==> src/rtl/spec_data_pkg.sv <==
`default_nettype none
package spec_data_pkg;
   localparam int          SPEC_W        = 128;
   localparam int          CAP_W         = 22;
   localparam int          POWERUP_CLKS  = 74;
   // ---------------------------------------------------------------
   // command indices
   // ---------------------------------------------------------------
   localparam logic [5:0]  CMD_SET_ADDRESS      = 6'h03;
   localparam logic [5:0]  CMD_SEND_SPECIFIC    = 6'h09;
   localparam logic [5:0]  CMD_PROGRAM_SPECIFIC = 6'h1B;
   localparam logic [5:0]  CMD_ERASE_START      = 6'h20;
   localparam logic [5:0]  CMD_ERASE_END        = 6'h21;
   localparam logic [5:0]  CMD_ERASE            = 6'h26;
   // ---------------------------------------------------------------
   // field positions and fixed values
   // ---------------------------------------------------------------
   localparam logic [1:0]  STRUCTURE_VERSION_VAL = 2'h1;
   localparam logic [7:0]  READ_ACCESS_TIME_VAL  = 8'h0E;
   localparam logic [7:0]  CLOCK_ACCESS_VAL      = 8'h00;
   localparam logic [7:0]  TRANSFER_RATE_VAL     = 8'h32;
   localparam logic [11:0] COMMAND_CLASS_VAL     = 12'h5B5;
   localparam logic [3:0]  READ_BLOCK_LEN_VAL    = 4'h9;
   localparam logic        ERASE_BLOCK_EN_VAL    = 1'b1;
   localparam logic [6:0]  SECTOR_SIZE_VAL       = 7'h7F;
   localparam logic [6:0]  PROTECT_GRP_SIZE_VAL  = 7'h00;
   localparam logic [2:0]  READ_TO_WRITE_VAL     = 3'h2;
   localparam logic [3:0]  WRITE_BLOCK_LEN_VAL   = 4'h9;
   localparam logic [1:0]  CODE_A_VAL            = 2'h0;
   localparam int          CAP_LO       = 48;
   localparam int          COPY_BIT     = 14;
   localparam int          PERM_BIT     = 13;
   localparam int          TEMP_BIT     = 12;
   localparam int          CHECK_LO     = 1;
   localparam logic [6:0]  CHECK_RESET  = 7'h00;
   localparam logic [15:0] ADDRESS_RESET = 16'h0000;

   function automatic logic [SPEC_W-1:0] build_image(
      input logic [CAP_W-1:0] cap,
      input logic             copy_f,
      input logic             perm_f,
      input logic             temp_f,
      input logic [6:0]       check);
      logic [SPEC_W-1:0] img;
      img            = '0;
      img[127:126]   = STRUCTURE_VERSION_VAL;
      img[119:112]   = READ_ACCESS_TIME_VAL;
      img[111:104]   = CLOCK_ACCESS_VAL;
      img[103:96]    = TRANSFER_RATE_VAL;
      img[95:84]     = COMMAND_CLASS_VAL;
      img[83:80]     = READ_BLOCK_LEN_VAL;
      img[79:76]     = 4'h0;
      img[69:48]     = cap;
      img[46]        = ERASE_BLOCK_EN_VAL;
      img[45:39]     = SECTOR_SIZE_VAL;
      img[38:32]     = PROTECT_GRP_SIZE_VAL;
      img[31]        = 1'b0;
      img[28:26]     = READ_TO_WRITE_VAL;
      img[25:22]     = WRITE_BLOCK_LEN_VAL;
      img[21]        = 1'b0;
      img[15]        = 1'b0;
      img[COPY_BIT]  = copy_f;
      img[PERM_BIT]  = perm_f;
      img[TEMP_BIT]  = temp_f;
      img[11:10]     = CODE_A_VAL;
      img[7:1]       = check;
      img[0]         = 1'b1;
      return img;
   endfunction
endpackage
`default_nettype wire

==> src/rtl/serial_link_if.sv <==
`timescale 1ns/10ps
`default_nettype none
interface serial_link_if #(parameter int W = 128);
   logic         load;
   logic [W-1:0] word;
   logic         busy;
   logic         bit_out;
   logic         bit_valid;
   modport source  (output load, output word, input busy, input bit_out, input bit_valid);
   modport shifter (input load, input word, output busy, output bit_out, output bit_valid);
endinterface
`default_nettype wire

==> src/rtl/card_specific_data_and_powerup.sv <==
`timescale 1ns/10ps
`default_nettype none
module card_specific_data_and_powerup
   import spec_data_pkg::*;
#(
   parameter logic [CAP_W-1:0] CAPACITY_SIZE = 22'h00_0000,
   parameter int               INIT_CLOCKS   = POWERUP_CLKS
) (
   input  wire logic              i_ref_clk,
   input  wire logic              i_rst_n,
   input  wire logic              i_cmd_line,
   input  wire logic              i_req_valid,
   input  wire logic [5:0]        i_req_index,
   input  wire logic [31:0]       i_req_arg,
   input  wire logic [SPEC_W-1:0] i_prog_image,
   output var  logic              o_powerup_done,
   output var  logic              o_resp_valid,
   output var  logic              o_resp_refused,
   output var  logic [SPEC_W-1:0] o_card_specific_data,
   output var  logic [15:0]       o_relative_card_address,
   output var  logic              o_write_blocked,
   output var  logic              o_erase_go,
   output var  logic [31:0]       o_erase_first,
   output var  logic [31:0]       o_erase_last,
   output var  logic              o_serial_bit,
   output var  logic              o_serial_valid
);
   initial begin
      if (INIT_CLOCKS < POWERUP_CLKS) $error("power-up clocks below the minimum");
   end

   // ---------------------------------------------------------------
   // state
   // ---------------------------------------------------------------
   typedef enum logic [1:0] {ST_IDLE, ST_SENDING} send_state_t;

   send_state_t       state_r, state_nxt;
   logic              copy_r, copy_nxt;
   logic              perm_r, perm_nxt;
   logic              temp_r, temp_nxt;
   logic              otp_used_r, otp_used_nxt;
   logic [6:0]        check_r, check_nxt;
   logic [15:0]       addr_r, addr_nxt;
   logic [31:0]       first_r, first_nxt;
   logic [31:0]       last_r, last_nxt;
   logic              resp_r, resp_nxt;
   logic              refused_r, refused_nxt;
   logic              erase_go_r, erase_go_nxt;
   logic              load_r, load_nxt;
   logic [SPEC_W-1:0] image_r, image_nxt;
   logic              blocked_r, blocked_nxt;

   // image held while reset is asserted, built from constants only
   localparam logic [SPEC_W-1:0] IMAGE_RESET =
      build_image(CAPACITY_SIZE, 1'b0, 1'b0, 1'b0, CHECK_RESET);
   logic              powered;
   logic              take;

   serial_link_if #(.W(SPEC_W)) link ();

   // ---------------------------------------------------------------
   // helpers
   // ---------------------------------------------------------------
   powerup_watch #(
      .CLOCKS (INIT_CLOCKS)
   ) u_powerup (
      .i_ref_clk  (i_ref_clk),
      .i_rst_n    (i_rst_n),
      .i_cmd_line (i_cmd_line),
      .o_done     (powered)
   );

   spec_shifter #(
      .W (SPEC_W)
   ) u_shifter (
      .i_ref_clk (i_ref_clk),
      .i_rst_n   (i_rst_n),
      .link      (link.shifter)
   );

   assign link.word = image_r;
   assign link.load = load_r;

   // ---------------------------------------------------------------
   // command handling
   // ---------------------------------------------------------------
   // nothing is taken before the power-up clocks have been seen
   assign take = i_req_valid && powered;

   always_comb begin
      state_nxt    = state_r;
      copy_nxt     = copy_r;
      perm_nxt     = perm_r;
      temp_nxt     = temp_r;
      otp_used_nxt = otp_used_r;
      check_nxt    = check_r;
      addr_nxt     = addr_r;
      first_nxt    = first_r;
      last_nxt     = last_r;
      resp_nxt     = 1'b0;
      refused_nxt  = 1'b0;
      erase_go_nxt = 1'b0;
      load_nxt     = 1'b0;
      case (state_r)
         ST_IDLE: begin
            if (take) begin
               case (i_req_index)
                  CMD_SEND_SPECIFIC: begin
                     resp_nxt  = 1'b1;
                     load_nxt  = 1'b1;
                     state_nxt = ST_SENDING;
                  end
                  CMD_PROGRAM_SPECIFIC: begin
                     // read-only fields of the image are simply dropped
                     resp_nxt  = 1'b1;
                     temp_nxt  = i_prog_image[TEMP_BIT];
                     check_nxt = i_prog_image[CHECK_LO +: 7];
                     if (!otp_used_r) begin
                        copy_nxt     = i_prog_image[COPY_BIT];
                        perm_nxt     = i_prog_image[PERM_BIT];
                        otp_used_nxt = 1'b1;
                     end else if (i_prog_image[COPY_BIT] != copy_r ||
                                  i_prog_image[PERM_BIT] != perm_r) begin
                        refused_nxt = 1'b1;
                     end
                  end
                  CMD_SET_ADDRESS: begin
                     resp_nxt = 1'b1;
                     addr_nxt = i_req_arg[31:16];
                  end
                  CMD_ERASE_START: begin
                     resp_nxt  = 1'b1;
                     first_nxt = i_req_arg;
                  end
                  CMD_ERASE_END: begin
                     resp_nxt = 1'b1;
                     last_nxt = i_req_arg;
                  end
                  CMD_ERASE: begin
                     resp_nxt = 1'b1;
                     if (first_r == last_r || temp_r || perm_r) begin
                        refused_nxt = 1'b1;
                     end else begin
                        erase_go_nxt = 1'b1;
                     end
                  end
                  default: begin
                  end
               endcase
            end
         end
         ST_SENDING: begin
            // every request during the transfer is answered as refused
            if (take) begin
               resp_nxt    = 1'b1;
               refused_nxt = 1'b1;
            end
            if (!load_r && !link.busy) begin
               state_nxt = ST_IDLE;
            end
         end
         default: begin
            state_nxt = ST_IDLE;
         end
      endcase
      image_nxt = build_image(CAPACITY_SIZE, copy_nxt, perm_nxt,
                              temp_nxt, check_nxt);
      blocked_nxt = temp_nxt | perm_nxt;
   end

   always_ff @(posedge i_ref_clk or negedge i_rst_n) begin
      if (!i_rst_n) begin
         state_r    <= ST_IDLE;
         copy_r     <= 1'b0;
         perm_r     <= 1'b0;
         temp_r     <= 1'b0;
         otp_used_r <= 1'b0;
         check_r    <= CHECK_RESET;
         addr_r     <= ADDRESS_RESET;
         first_r    <= '0;
         last_r     <= '0;
         resp_r     <= 1'b0;
         refused_r  <= 1'b0;
         erase_go_r <= 1'b0;
         load_r     <= 1'b0;
         image_r    <= IMAGE_RESET;
         blocked_r  <= 1'b0;
      end else begin
         state_r    <= state_nxt;
         copy_r     <= copy_nxt;
         perm_r     <= perm_nxt;
         temp_r     <= temp_nxt;
         otp_used_r <= otp_used_nxt;
         check_r    <= check_nxt;
         addr_r     <= addr_nxt;
         first_r    <= first_nxt;
         last_r     <= last_nxt;
         resp_r     <= resp_nxt;
         refused_r  <= refused_nxt;
         erase_go_r <= erase_go_nxt;
         load_r     <= load_nxt;
         image_r    <= image_nxt;
         blocked_r  <= blocked_nxt;
      end
   end

   // ---------------------------------------------------------------
   // outputs
   // ---------------------------------------------------------------
   assign o_powerup_done          = powered;
   assign o_resp_valid            = resp_r;
   assign o_resp_refused          = refused_r;
   assign o_card_specific_data    = image_r;
   assign o_relative_card_address = addr_r;
   assign o_write_blocked         = blocked_r;
   assign o_erase_go              = erase_go_r;
   assign o_erase_first           = first_r;
   assign o_erase_last            = last_r;
   assign o_serial_bit            = link.bit_out;
   assign o_serial_valid          = link.bit_valid;
endmodule
`default_nettype wire

==> src/rtl/powerup_watch.sv <==
`timescale 1ns/10ps
`default_nettype none
module powerup_watch #(
   parameter int CLOCKS = 74
) (
   input  wire logic i_ref_clk,
   input  wire logic i_rst_n,
   input  wire logic i_cmd_line,
   output var  logic o_done
);
   localparam int CW = $clog2(CLOCKS + 1);
   logic [CW-1:0] cnt_r, cnt_nxt;
   logic          done_r, done_nxt;

   initial begin
      if (CLOCKS < 1) $error("power-up clock count must be at least one");
   end

   // a low command line before the count completes restarts the count
   always_comb begin
      cnt_nxt  = cnt_r;
      done_nxt = done_r;
      if (!done_r) begin
         if (!i_cmd_line) begin
            cnt_nxt = '0;
         end else if (cnt_r == CW'(CLOCKS - 1)) begin
            done_nxt = 1'b1;
         end else begin
            cnt_nxt = cnt_r + 1'b1;
         end
      end
   end

   always_ff @(posedge i_ref_clk or negedge i_rst_n) begin
      if (!i_rst_n) begin
         cnt_r  <= '0;
         done_r <= 1'b0;
      end else begin
         cnt_r  <= cnt_nxt;
         done_r <= done_nxt;
      end
   end

   assign o_done = done_r;
endmodule
`default_nettype wire

==> src/rtl/spec_shifter.sv <==
`timescale 1ns/10ps
`default_nettype none
module spec_shifter #(
   parameter int W = 128
) (
   input  wire logic          i_ref_clk,
   input  wire logic          i_rst_n,
   serial_link_if.shifter     link
);
   localparam int CW = $clog2(W) + 1;
   logic [W-1:0]  shreg_r, shreg_nxt;
   logic [CW-1:0] cnt_r, cnt_nxt;
   logic          bit_r, bit_nxt;
   logic          valid_r, valid_nxt;

   initial begin
      if (W < 2) $error("shifter width too small");
   end

   always_comb begin
      shreg_nxt = shreg_r;
      cnt_nxt   = cnt_r;
      bit_nxt   = bit_r;
      valid_nxt = 1'b0;
      if (link.load && !valid_r) begin
         bit_nxt   = link.word[W-1];
         shreg_nxt = {link.word[W-2:0], 1'b0};
         cnt_nxt   = CW'(W - 1);
         valid_nxt = 1'b1;
      end else if (cnt_r != '0) begin
         bit_nxt   = shreg_r[W-1];
         shreg_nxt = {shreg_r[W-2:0], 1'b0};
         cnt_nxt   = cnt_r - 1'b1;
         valid_nxt = 1'b1;
      end
   end

   always_ff @(posedge i_ref_clk or negedge i_rst_n) begin
      if (!i_rst_n) begin
         shreg_r <= '0;
         cnt_r   <= '0;
         bit_r   <= 1'b0;
         valid_r <= 1'b0;
      end else begin
         shreg_r <= shreg_nxt;
         cnt_r   <= cnt_nxt;
         bit_r   <= bit_nxt;
         valid_r <= valid_nxt;
      end
   end

   assign link.busy      = valid_r;
   assign link.bit_out   = bit_r;
   assign link.bit_valid = valid_r;
endmodule
`default_nettype wire
==> config.mk <==
export PLATFORM = sky130hd
export DESIGN_NAME = card_specific_data_and_powerup
export DESIGN_NICKNAME = d
export VERILOG_FILES = /design/src/rtl/spec_data_pkg.sv /design/src/rtl/serial_link_if.sv /design/src/rtl/card_specific_data_and_powerup.sv /design/src/rtl/powerup_watch.sv /design/src/rtl/spec_shifter.sv
export SDC_FILE = /design/constraint.sdc
export NUM_CORES = 1
export LEC_CHECK = 0
export BUFFER_PORTS_ARGS = -buffer_cell sky130_fd_sc_hd__buf_2
export CORE_MARGIN = 5
export CORE_UTILIZATION = 30
export CTS_CLUSTER_SIZE = 40
export DETAILED_ROUTE_END_ITERATION = 8
export MAX_ROUTING_LAYER = met4
export PLACE_DENSITY = 0.61
export REMOVE_ABC_BUFFERS = 1
export SLEW_MARGIN = 15
export SYNTH_ARGS = -nofsm -noshare
export SYNTH_HDL_FRONTEND = slang
export SYNTH_SLANG_ARGS = --single-unit
==> constraint.sdc <==
create_clock -name i_ref_clk -period 2.9 [get_ports i_ref_clk]
set_input_delay 0 -clock i_ref_clk [delete_from_list [all_inputs] [get_ports i_ref_clk]]
set_output_delay 0 -clock i_ref_clk [all_outputs]
set_load 0.05 [all_outputs]
==> results.toml <==
[status]
status = "complete, no violations"

[layout]
mostFrequentLayoutCells = "nand2_1, dfrtp_1, buf_2"
antenna_cells = 0
drive_above_1_share_pct = 23.82
fillers = 3577
multi_input_area_um2 = 4248
final_util_pct = 35.84
final_common_cell = "nand2_1"
seq_area_um2 = 6056
nNetsFinal = 1406
areaGrowthSynthToFinish_pct = 18.15
design_area_um2 = 13090

[worst_setup_path]
cp.buffers_inverters = 2
worstPathArrival_ps = 2660
cp-end-kind = "register"
cp_slowest_cell = "or3_4"
critPathKind = "reg2reg"
start_kind = "register"
cp.required_ps = 3250
max_stage_delay_ps = 620
crit_family = "simple AND/OR/NAND/NOR gates"
worstPathCellList = "inv_1, ha_1, or3b_4, or3_4, buf_12, nand2_1, nand3_1"
worstPathMaxFanout = 48

[cts]
cts-buffers-inserted = 25
cts-root-buf = "clkbuf_16"
clk_latency_ps = 530
clk_path_buf_depth = 3
clkSinkCount = 242
tritoncts = "built"
clk_pin_slew_ps = 60
ctsHtreeMaxLevel = 1

[power]
fin_total_pwr_mw = 7.381
p_per_area_nw_per_um2 = 563.8
p_leak_nw = 6.670
vdd_ir_drop_max_v = 0.0004397

[yosys]
synth-seq-cells = 242
syn-cell-area_um2 = 11080
synth_adder_area_share_pct = 0.3388
synthXorXnorAreaFrac_pct = 3.004
seq_area_frac_synth_pct = 54.66
synth_edf_count = 0
synthArstFlopShare_pct = 100.0
yosysWarnings = 0
synth_compound_area_share_pct = 6.369
muxShareOfSynthArea_pct = 10.25
netlist_instances = 1055
synth-simple-area-share_pct = 14.13
syn_avg_cell_area_um2 = 10.50
ys_types = 49
synth_top_family_by_area = "simple AND/OR/NAND/NOR gates"
synth_ff_type = "dfrtp_1"

[timing]
setup_slack_ps = 592.0
timing.fmax_mhz = 433.3
rsz0062_at_grt = "no"
min_period_over_period_pct = 79.59
period_needed_ps = 2308
setup_viol = 0
relSlewSlack_pct = 28.44
skew_ps = 13.52
worst_pin_slew_ps = 1073
finalHoldViolations = 0
slew_violations = 0

[global_routing]
gr-total-overflow = 0
grt_max_degree = 105
grt.total_usage_pct = 11.28
grt_pass1_wl_um = 38360
grt_pass1_vias = 7289
antenna_found_initial = 0

[die]
initial_core_util_pct = 30.34
fp-row-count = 70
die_h_um = 202.2
dieArea_um2 = 40870
die_x_um = 202.2
core_area_um2 = 36520
num_io_pins = 385

[min_path]
hold_path_class = "in2reg"

[routing]
vias = 7500
dr.pass1.iters = 5
totalWireLength_um = 23540
drt_iter0_drc = 484
via_per_inst = 4.373
ant_nets = 0
post-route-drc-count = 0
post_drt_wl_per_cell_um = 13.72

[place]
portBuffers = 148
post-place-ws_ps = 599.5
postPlaceCellArea_um2 = 11840
gp_congestion = 0.7817
hpwl_um = 15410

[flow_run]
drv_cap = 0
[cells in the mapped netlist (2+ instances only)]
cell       number  share of area (%)
a31oi_1        11               0.62
o21ai_0         7               0.32
nand2_1       272                9.2
or2_2           2               0.11
ha_1            3               0.34
a2111oi_0       2               0.16
nor2_1         22               0.75
buf_2          18               0.81
buf_4         121                8.2
nor3_1          5               0.23
buf_6          10                1.0
inv_1           8               0.27
xnor2_1        37                2.9
o31ai_1         5               0.34
mux2_2         59                6.0
mux2_4         30                4.1
nand4_1         8               0.45
or3_1           4               0.23
nand3_1        31                1.4
nor2b_1         2               0.11
conb_1          2              0.068
clkbuf_1       26               0.88
a21oi_1        93                4.2
dfrtp_1       242                 55
nand2b_1        6               0.34
o211ai_1        2               0.14
nor4_1          5               0.28
[metrics by stage]
stage / std cells / hold slack [ps] / TNS, ps
6_report: 1715 / 69.68 / 0
5_1_grt: 1715 / 101.9 / 0
4_1_cts: 1715 / 42.49 / 0
3_5_place_dp: 1623 / 107.0 / 0
3_3_place_gp: 1623 / 110.1 / 0
2_1_floorplan: 996 / -295.6 / -320670
[registers in the layout, summed over array words and instances (netlist names)]
register	cells
o_erase_first	32
o_erase_go	1
u_shifter.link.bit_out	1
otp_used_r	1
link.load	1
o_relative_card_address	16
o_resp_refused	1
copy_r	1
o_resp_valid	1
o_card_specific_data	3
o_erase_last	32
u_shifter.link.bit_valid	1
state_r	1
o_write_blocked	1
u_powerup.cnt_r	7
check_r	6
u_powerup.o_done	1
u_shifter.cnt_r	8
u_shifter.shreg_r	127
[routing by layer]
metal / GRT usage [%] / vias up / routed length, µm
li1: - / 3599 / -
met1: 14.83 / 3671 / 10330
met2: 18.29 / 202 / 11510
met3: 1.989 / 28 / 1413
met4: 2.740 / 0 / 286
met5: - / - / 0
[final timing paths]
kind                                      start                        to  slack, ps  cells past startpoint
setup / recovery             u_shifter.cnt_r[0]     u_shifter.shreg_r[87]        590                      7
hold / removal                   i_req_index[5]  o_card_specific_data[12]         70                      4
setup reg to reg             u_shifter.cnt_r[0]     u_shifter.shreg_r[87]        590                      7
hold reg to reg            u_shifter.shreg_r[1]      u_shifter.shreg_r[1]        470                      2
max in group asynchronous               i_rst_n                check_r[3]       1940                      3
min in group asynchronous               i_rst_n         o_erase_first[22]        110                      2
[repair_timing]
action	in CTS	in global routing
hold buffers	51	0
endpoints found under the hold margin	205	0
gates resized for setup	0	0
setup buffers	0	0
[worst register-to-register path, delay by kind of cell (launching register included)]
kind	cells	cell delay (ps)
buffers and inverters	2	370
adders and majority gates	1	170
DFF	1	370
and+or+nand+nor	4	1220
[cells by family after synthesis]
| family | count (synthesis) |
|---|---|
| flops | 242 |
| buf+inv | 183 |
| fa+ha+maj | 3 |
| compound gates | 128 |
| simple gates | 368 |
| mux | 91 |
| other cells | 2 |
| xor+xnor | 38 |
[report_power, final]
part           internal (mW)  switching, mW  leakage, nW
logic                  0.222          0.695         2.95
clock network           1.68           1.27        0.366
registers               3.45         0.0651         3.36
total                   5.35           2.03         6.67
[cell type report]
| class | instances | area share [%] |
|---|---|---|
| Tap cell | 468 | 4.473 |
| Multi-Input combinational cell | 746 | 32.45 |
| Clock inverter | 5 | 0.2485 |
| Sequential cell | 242 | 46.26 |
| Clock buffer | 36 | 5.400 |
| Timing Repair Buffer | 210 | 10.93 |
| Inverter | 8 | 0.2294 |
(Power assumes the default switching activity.)
